### src/logic/pmpr_pkg.sv
// Purpose: Shared constants and carrier types for the precision-mode page register group.
// Assumes: One register access per clock through the word-wide register port.
// Notes: Offsets are the byte addresses of the 24-bit and 8-bit registers.
package pmpr_pkg;
  localparam int ADDR_W = 8;
  localparam int DATA_W = 24;
  localparam int CODE_W = 16;
  localparam int NUM_CH = 2;
  localparam int CODE_LO = 8;
  localparam int CODE_HI = 23;
  localparam int SELECT_ZERO_BIT = 0;
  localparam int SELECT_ONE_BIT = 1;
  localparam int CTRL_W = 2;

  localparam logic [ADDR_W-1:0] OFS_STROBE_MASK = 8'h37;
  localparam logic [ADDR_W-1:0] OFS_CH0_OUTPUT = 8'h38;
  localparam logic [ADDR_W-1:0] OFS_CH1_OUTPUT = 8'h3b;
  localparam logic [ADDR_W-1:0] OFS_BCAST_OUTPUT = 8'h3e;
  localparam logic [ADDR_W-1:0] OFS_CH_SELECT = 8'h41;
  localparam logic [ADDR_W-1:0] OFS_BCAST_STAGED = 8'h42;
  localparam logic [ADDR_W-1:0] OFS_SOFT_LOAD = 8'h45;
  localparam logic [ADDR_W-1:0] OFS_CH0_STAGED = 8'h46;
  localparam logic [ADDR_W-1:0] OFS_CH1_STAGED = 8'h49;

  localparam logic [ADDR_W-1:0] OFS_OUTPUT [NUM_CH] = '{8'h38, 8'h3b};
  localparam logic [ADDR_W-1:0] OFS_STAGED [NUM_CH] = '{8'h46, 8'h49};

  localparam logic [CODE_W-1:0] RST_CODE = 16'h0000;
  localparam logic [CTRL_W-1:0] RST_CTRL = 2'h0;
  localparam logic [DATA_W-1:0] RST_WORD = 24'h000000;

  typedef struct packed {
    logic wr;
    logic rd;
    logic [ADDR_W-1:0] addr;
    logic [DATA_W-1:0] data;
  } pmpr_req_type;

  typedef struct packed {
    logic valid;
    logic [DATA_W-1:0] data;
  } pmpr_rsp_type;
endpackage

### src/logic/pmpr_regs.sv
// Purpose: Precision-mode channel code registers with output and staged broadcast pages.
// Assumes: Register port is already deframed from the serial link; strobe is synchronous.
// Notes: A direct or page write to an output register wins over a same-cycle load.
`timescale 1ns/1ps
`default_nettype none

// Function
// Channel 1 output code is a readable, writable 24-bit word, code in 23:8, reset zero.
// An output page write copies its code to every selected channel output register.
// With both selects set one output page write updates both channels together.
// Channel select decides page targets; reset zero selects no channel.
// Select bit 1 routes page data to channel 1 staged and output registers.
// Select bit 0 routes page data to channel 0 staged and output registers.
// A staged page write copies its code to selected staged registers only.
// A soft load write moves staged codes into output registers like the strobe.
// Soft load bit 1 loads channel 1, bit 0 channel 0, self-clearing, zero ignored.
// Load strobe falling edge latches staged into output unless the channel is masked.
// Reserved low byte and upper bits read zero and ignore writes.
module pmpr_regs (
  input wire logic clk_in,
  input wire logic rstn_in,
  input wire pmpr_pkg::pmpr_req_type req_in,
  input wire logic load_strobe_n_in,
  output pmpr_pkg::pmpr_rsp_type rsp_out,
  output logic [pmpr_pkg::CODE_W-1:0] channel0_code_out,
  output logic [pmpr_pkg::CODE_W-1:0] channel1_output_code_out
);

  ////////////////////////////////////////////////////////////////////////////////
  // Decode.

  function automatic logic hit(input pmpr_pkg::pmpr_req_type r,
                               input logic [pmpr_pkg::ADDR_W-1:0] ofs);
    hit = r.wr && (r.addr == ofs);
  endfunction

  function automatic logic [pmpr_pkg::DATA_W-1:0] word_of(
      input logic [pmpr_pkg::CODE_W-1:0] code);
    word_of = {code, 8'h00};
  endfunction

  logic [pmpr_pkg::CODE_W-1:0] out_code_reg [pmpr_pkg::NUM_CH];
  logic [pmpr_pkg::CODE_W-1:0] out_code_next [pmpr_pkg::NUM_CH];
  logic [pmpr_pkg::CODE_W-1:0] stage_code_reg [pmpr_pkg::NUM_CH];
  logic [pmpr_pkg::CODE_W-1:0] stage_code_next [pmpr_pkg::NUM_CH];
  logic [pmpr_pkg::CODE_W-1:0] bcast_out_reg;
  logic [pmpr_pkg::CODE_W-1:0] bcast_stage_reg;
  logic [pmpr_pkg::CTRL_W-1:0] select_reg;
  logic [pmpr_pkg::CTRL_W-1:0] mask_reg;
  logic strobe_prev_reg;
  pmpr_pkg::pmpr_rsp_type rsp_reg;
  pmpr_pkg::pmpr_rsp_type rsp_next;

  wire [pmpr_pkg::CODE_W-1:0] wr_code = req_in.data[pmpr_pkg::CODE_HI:pmpr_pkg::CODE_LO];
  wire [pmpr_pkg::CTRL_W-1:0] wr_ctrl = req_in.data[pmpr_pkg::CTRL_W-1:0];
  wire wr_bcast_out = hit(req_in, pmpr_pkg::OFS_BCAST_OUTPUT);
  wire wr_bcast_stage = hit(req_in, pmpr_pkg::OFS_BCAST_STAGED);
  wire wr_select = hit(req_in, pmpr_pkg::OFS_CH_SELECT);
  wire wr_mask = hit(req_in, pmpr_pkg::OFS_STROBE_MASK);
  wire wr_soft = hit(req_in, pmpr_pkg::OFS_SOFT_LOAD);
  // strobe falling edge
  wire strobe_fall = strobe_prev_reg && !load_strobe_n_in;

  ////////////////////////////////////////////////////////////////////////////////
  // Per-channel output and staged registers.

  for (genvar i = 0; i < pmpr_pkg::NUM_CH; i++) begin : g_ch
    wire wr_direct_out = hit(req_in, pmpr_pkg::OFS_OUTPUT[i]);
    wire wr_direct_stage = hit(req_in, pmpr_pkg::OFS_STAGED[i]);
    // select gating
    wire page_out = wr_bcast_out && select_reg[i];
    wire page_stage = wr_bcast_stage && select_reg[i];
    // soft load bit
    wire soft_load = wr_soft && wr_ctrl[i];
    // mask gating
    wire strobe_load = strobe_fall && !mask_reg[i];
    // output update
    assign out_code_next[i] = (wr_direct_out || page_out) ? wr_code :
                              (soft_load || strobe_load) ? stage_code_reg[i] :
                              out_code_reg[i];
    // staged update
    assign stage_code_next[i] = (wr_direct_stage || page_stage) ? wr_code : stage_code_reg[i];

    always_ff @(posedge clk_in or negedge rstn_in) begin
      if (!rstn_in) begin
        out_code_reg[i] <= pmpr_pkg::RST_CODE;
        stage_code_reg[i] <= pmpr_pkg::RST_CODE;
      end else begin
        out_code_reg[i] <= out_code_next[i];
        stage_code_reg[i] <= stage_code_next[i];
      end
    end
  end

  ////////////////////////////////////////////////////////////////////////////////
  // Shared registers and read path.

  // Page words are kept so they read back what was written last.
  always_ff @(posedge clk_in or negedge rstn_in) begin
    if (!rstn_in) begin
      bcast_out_reg <= pmpr_pkg::RST_CODE;
      bcast_stage_reg <= pmpr_pkg::RST_CODE;
      select_reg <= pmpr_pkg::RST_CTRL;
      mask_reg <= pmpr_pkg::RST_CTRL;
      strobe_prev_reg <= 1'b1;
    end else begin
      if (wr_bcast_out) begin
        bcast_out_reg <= wr_code;
      end
      if (wr_bcast_stage) begin
        bcast_stage_reg <= wr_code;
      end
      if (wr_select) begin
        select_reg <= wr_ctrl;
      end
      if (wr_mask) begin
        mask_reg <= wr_ctrl;
      end
      strobe_prev_reg <= load_strobe_n_in;
    end
  end

  // reserved bits zero
  always_comb begin
    rsp_next.valid = req_in.rd;
    rsp_next.data = pmpr_pkg::RST_WORD;
    if (req_in.rd) begin
      case (req_in.addr)
        pmpr_pkg::OFS_STROBE_MASK: rsp_next.data = {22'h00000, mask_reg};
        pmpr_pkg::OFS_CH0_OUTPUT: rsp_next.data = word_of(out_code_reg[0]);
        pmpr_pkg::OFS_CH1_OUTPUT: rsp_next.data = word_of(out_code_reg[1]);
        pmpr_pkg::OFS_BCAST_OUTPUT: rsp_next.data = word_of(bcast_out_reg);
        pmpr_pkg::OFS_CH_SELECT: rsp_next.data = {22'h00000, select_reg};
        pmpr_pkg::OFS_BCAST_STAGED: rsp_next.data = word_of(bcast_stage_reg);
        pmpr_pkg::OFS_CH0_STAGED: rsp_next.data = word_of(stage_code_reg[0]);
        pmpr_pkg::OFS_CH1_STAGED: rsp_next.data = word_of(stage_code_reg[1]);
        default: rsp_next.data = pmpr_pkg::RST_WORD;
      endcase
    end
  end

  // The soft load bits are never stored, so they read as zero and clear themselves.
  always_ff @(posedge clk_in or negedge rstn_in) begin
    if (!rstn_in) begin
      rsp_reg <= '0;
    end else begin
      rsp_reg <= rsp_next;
    end
  end

  assign rsp_out = rsp_reg;
  assign channel0_code_out = out_code_reg[0];
  assign channel1_output_code_out = out_code_reg[1];
endmodule

`default_nettype wire

### config.mk
export PLATFORM = sky130hd
export DESIGN_NAME = pmpr_regs
export DESIGN_NICKNAME = d
export VERILOG_FILES = /design/src/logic/pmpr_pkg.sv /design/src/logic/pmpr_regs.sv
export SDC_FILE = /design/constraint.sdc
export NUM_CORES = 1
export LEC_CHECK = 0
export BUFFER_PORTS_ARGS = -buffer_cell sky130_fd_sc_hd__buf_2
export CAP_MARGIN = 20
export CORE_ASPECT_RATIO = 0.5
export CORE_MARGIN = 3
export CORE_UTILIZATION = 55
export CTS_BUF_LIST = sky130_fd_sc_hd__clkbuf_16
export CTS_CLUSTER_DIAMETER = 100
export DETAILED_ROUTE_END_ITERATION = 7
export PLACE_DENSITY = 0.77
export SLEW_MARGIN = 5
export SYNTH_ARGS = -nofsm -noshare
export SYNTH_HDL_FRONTEND = slang
export SYNTH_SLANG_ARGS = --single-unit
### constraint.sdc
create_clock -name clk_in -period 4.9 [get_ports clk_in]
set_clock_uncertainty 0.1 [all_clocks]
set_input_delay 1.47 -clock clk_in [delete_from_list [all_inputs] [get_ports clk_in]]
set_output_delay 1.47 -clock clk_in [all_outputs]
set_load 0.01 [all_outputs]
**Word-level counts from Yosys, hierarchy flattened**

Cells that the tools add are included.

- Memories kept: 0
- Latch bits: 0
- ROM bits: 0
- Input port bits: 37
- RAM bits: 0
- Word-level logic and storage cells: 55
- Output and inout bits: 57
- Bits in registers: 126

- Order comparisons: 0
- Reductions and logical operators: 29
- Equal/unequal tests: 9
- Bitwise gates (word level): 0
- Shifts and indexed selects: 0
- Add/sub/neg operators: 0
- Mux-type cells: 6
- Div/mod/pow operators: 0
- $mul: 0

Operators by type and width:

| operator | count |
|---|---|
| $pmux 24 s8 | 1 |
| $mux 16 | 4 |
| $eq 8x7->1 const B | 5 |
| $eq 8x6->1 const B | 4 |
| $mux 24 | 1 |
| $logic_and 1x1->1 | 18 |
| $logic_or 1x1->1 | 6 |
| $reduce_bool 2->1 | 2 |
| $logic_not 1->1 | 3 |

**Logic depth before layout (Yosys ltp)**

- Depth in word-level cells: 6
- Mapped depth: 8
- Depth with buffers taken out: 5

**Worst setup path after synthesis**

OpenSTA, ideal clock, no wires.

- Path kind: input port to flip-flop
- Start: in req_in[25] in the netlist's numbering
- End: reg out_code_reg (netlist bit channel0_code_out[10])
- Stages on the path: 8
- Buffers on the path: 3
- Data arrival time: 3.187 ns
- Path slack: 1.488 ns
- Setup time: 0.125 ns
- Required time: 4.675 ns
- Path through: buf_6 or4b_4 or2_1 nor3_1 or3_1 buf_6 buf_12 mux2_4

- Longest elaborated chain between the ends: 5
- Elaborated cells on any way between the ends: 12
- Those cells by class: 3 x eq/ne; 1 x mux; 8 x reduce/logical

Ends and longest elaborated chain:

| item | RTL line | source |
|---|---|---|
| start: declaration | pmpr_regs.sv:22 | `input wire pmpr_pkg::pmpr_req_type req_in,` |
| $eq 8x6->1 / $eq 8x7->1 (equally long branches) | pmpr_regs.sv:34 | `hit = r.wr && (r.addr == ofs);` |
| $logic_and 1x1->1 | pmpr_regs.sv:34 |  |
| $logic_and 1x1->1 (on tied branches) | pmpr_regs.sv:71, pmpr_regs.sv:74 |  |
| $logic_or 1x1->1 (on tied branches) | pmpr_regs.sv:78, pmpr_regs.sv:79 |  |
| $mux 16 / $reduce_bool 2->1 (equally long branches) | -- |  |
| end signal: indexed assignment | pmpr_regs.sv:86 | `out_code_reg[i] <= pmpr_pkg::RST_CODE;` |
| end signal: indexed assignment | pmpr_regs.sv:89 | `out_code_reg[i] <= out_code_next[i];` |
| end: declaration | pmpr_regs.sv:42 | `logic [pmpr_pkg::CODE_W-1:0] out_code_reg [pmpr_pkg::NUM_CH];` |

Several ways; a longest one is shown, not always the timed one.
A chain may end at the register's enable or synchronous reset.

**Worst setup path in the final report**

- Start: in req_in[29] in the netlist's numbering
- End: reg out_code_reg (netlist bit channel0_code_out[15])

Same word-level chain as after synthesis.

==> impl_results.md <==
* Status: finished, final reports clean
* RSZ-0062 raised after global routing: no
* # nets final at 535
* Post-Synth XOR/XNOR Area at 0
* Antenna viol nets, final at 0
* Total number of vias at 3922
* Post-route setup TNS at 0 ps
* CP max FO at 9
* Antenna diodes at 0
* Yosys cell types at 41
* Setup Fix Bufs, Post-CTS at 0
* Yosys top cell area share at 0.546
* # rows at 24
* Htree depth at 4
* Sequential Power Share at 0.459
* First-pass GRT wire length at 21800 µm
* Synth area leaders: dfrtp_1 (55%), mux2_2 (19%), a222oi_1 (5.7%)
* Critical setup path kind: in -> reg
* Mapped Area at roughly 5500 µm²
* I/O Pins at between 90 and 100
* DR WL/cell at 21.0 µm
* Post-CTS Resized at 0
* Via density at roughly 6.1
* Async SR Flop Fraction at 1.00
* Critical Path Start Type: input port
* Register area share after synthesis at 0.551
* Leak pwr at 3.31 nW
* Final hold violation count at 0
* Int Pwr at ~1.8 mW
* Post-Syn Instances at 407
* Post-synthesis simple-gate area fraction at 0.0649
* Crit-path cells: buf_2, or4b_4, or2_1, nor3_1, or3_1, buf_12, mux2_2
* Dpl hpwl at ~8500 µm
* Part of the power in combinational logic at 0.071
* Hold-fix buffers, CTS at 0
* Worst path arrival time at 3790 ps
* Maximum number of pins on one net before global-route repair at 63
* Largest family of logic cells by synthesized area: multiplexers
* Fin. max-slew vios at 0
* TritonCTS Buffers at 17
* Initial antenna violation count at 0
* Die Area at ~11000 µm²
* Core box area at a little over 9000 µm²
* Area Overhead vs Synth at 19.5%
* CTS Buffer Depth at 2
* Net switching power at between 0.5 and 0.6 mW
* Crit path depth at 7
* Initial core utilization at 0.596
* Util after Layout at 0.712
* Total grt overflow at 0
* MaxCap Viol Count at 0
* Number of global-route vias before repair at roughly 4000
* IO Port Bufs at between 80 and 90
* DR iter-0 viols at between 400 and 500
* CP delay by family, top: simple AND/OR/NAND/NOR gates
* Area leader, netlist: dfrtp_1
* Fmax at between 200 and 300 MHz
* Worst slew pin tran at between 800 and 900 ps
* Total Routing Usage GR at 0.254
* Final Setup Violations at 0
* Clock network fraction of design power at 0.470
* Most common cell in the netlist: dfrtp_1
* DIE WIDTH at ~150 µm
* Drt first pass iters at 7
* CP Capture Type: flip-flop
* Cells on Worst Hold Path at 1
* Synth Area per Inst at around 13 µm²
* CP Buf/Inv Count at 2
* Flops & latches, synth at 120
* Fraction of layout cells with a size suffix above 1 at 0.455
* Clk slew on worst S/H paths at 50 ps
* Net Sw Frac at 0.234
* Fraction of the mapped netlist area in adder cells at 0
* Slew Limit Headroom at 0.447
* Worst Path Required at about 5000 ps
* DRC Markers at 0
* Max VDD drop at 0.274 mV
* HP Class: reg -> reg
* Ys flop type: dfrtp_1
* Routability cong. at between 0.8 and 0.9
* Largest stage delay, worst path at 590 ps
* Synth Area in Compound Gates at 0.106
* TritonCTS clock tree: built
* PwrDens at 358 nW/µm²
* CTS root buf: clkbuf_16
* Worst Reg2Reg Path Length in Cells at 6
* Slowest CP cell: or4b_4
* Period minus WS final at 3610 ps
* Period utilisation layout at 0.736
* Flip-flop count of the largest register after layout at 32
* Ys Warns at 0
* Post-synth EDFFs at 0
* Clk sinks at 120
* Most frequent cells after synthesis: dfrtp_1 (119), mux2_2 (90), a21oi_1 (32)
* Skew-Pair Late Insertion Delay at approximately 400 ps
* Routed WL at about 13000 µm
* Die H at roughly 76 µm
* Mux share of post-synthesis cell area at 0.243
[layer usage]
metal	part of all wire	vias to the layer above	routed length (µm)	track usage
met2	0.47	179	6330	0.393
met5	0	-	0	0
li1	-	1738	-	-
met3	0.078	19	1050	0.0731
met4	0.013	0	176	0.0891
met1	0.44	1986	5880	0.344
[area by class of cell]
type / instances / area, µm²
Sequential cell: 120 / 3000
Multi-Input combinational cell: 262 / 2300
Tap cell: 130 / 163
Inverter: 1 / 3.75
Timing Repair Buffer: 96 / 533
Clock inverter: 14 / 92.6
Clock buffer: 17 / 425
Fill cell: 623 / 2640
[power groups by stage]
stage,clock [mW],sequential (mW),combinational [mW]
2_1_floorplan,0,1.09,0.0847
3_3_place_gp,0,1.08,0.161
3_5_place_dp,0,1.09,0.166
4_1_cts,1.11,1.07,0.168
5_1_grt,1.17,1.08,0.182
6_report,1.10,1.07,0.166
[cells in the final DEF, fill, tap and decap left out, types with 5 or more instances in the layout]
cell type  netlist  layout
clkbuf_16        0      17
a21oi_1         32      32
clkinv_1         0       5
mux2_2          90      90
mux2_4          10      10
conb_1           1       6
buf_2            8      80
dfrtp_1        119     119
clkinv_2         0       5
nor2_1          26      26
a222oi_1        31      31
nand2_1          9       9
mux2i_1         16      16
buf_4            6      15
[per-stage QoR]
step	cell area (µm²)	instances	hold slack [ps]	total power, mW	setup slack, ps
2_1_floorplan	5480	412	378	1.17	1490
3_3_place_gp	6000	609	388	1.25	997
3_5_place_dp	6000	609	394	1.25	928
4_1_cts	6520	640	408	2.35	1340
5_1_grt	6520	640	413	2.43	1200
6_report	6520	640	405	2.33	1290
[worst paths after layout]
check	start	end	slack, ps
hold reg to reg	bcast_stage_reg[14]	bcast_stage_reg[14]	410
min in group asynchronous	rstn_in	rsp_out[22]	1040
setup reg to reg	select_reg[0]	channel0_code_out[5]	2780
max in group asynchronous	rstn_in	stage_code_reg[10]	2690
setup / recovery	req_in[29]	channel0_code_out[15]	1290
hold / removal	bcast_stage_reg[14]	bcast_stage_reg[14]	410
[logic make-up (layout without fill, tap and decap cells)]
group	Yosys count	in the layout
other	1	6
multiplexers	116	116
buffers and inverters	30	128
AND/OR/NAND/NOR	64	64
flip-flops	120	120
AO/OA/AOI/OAI	76	76
No activity file was read; power rests on OpenSTA's default activity.
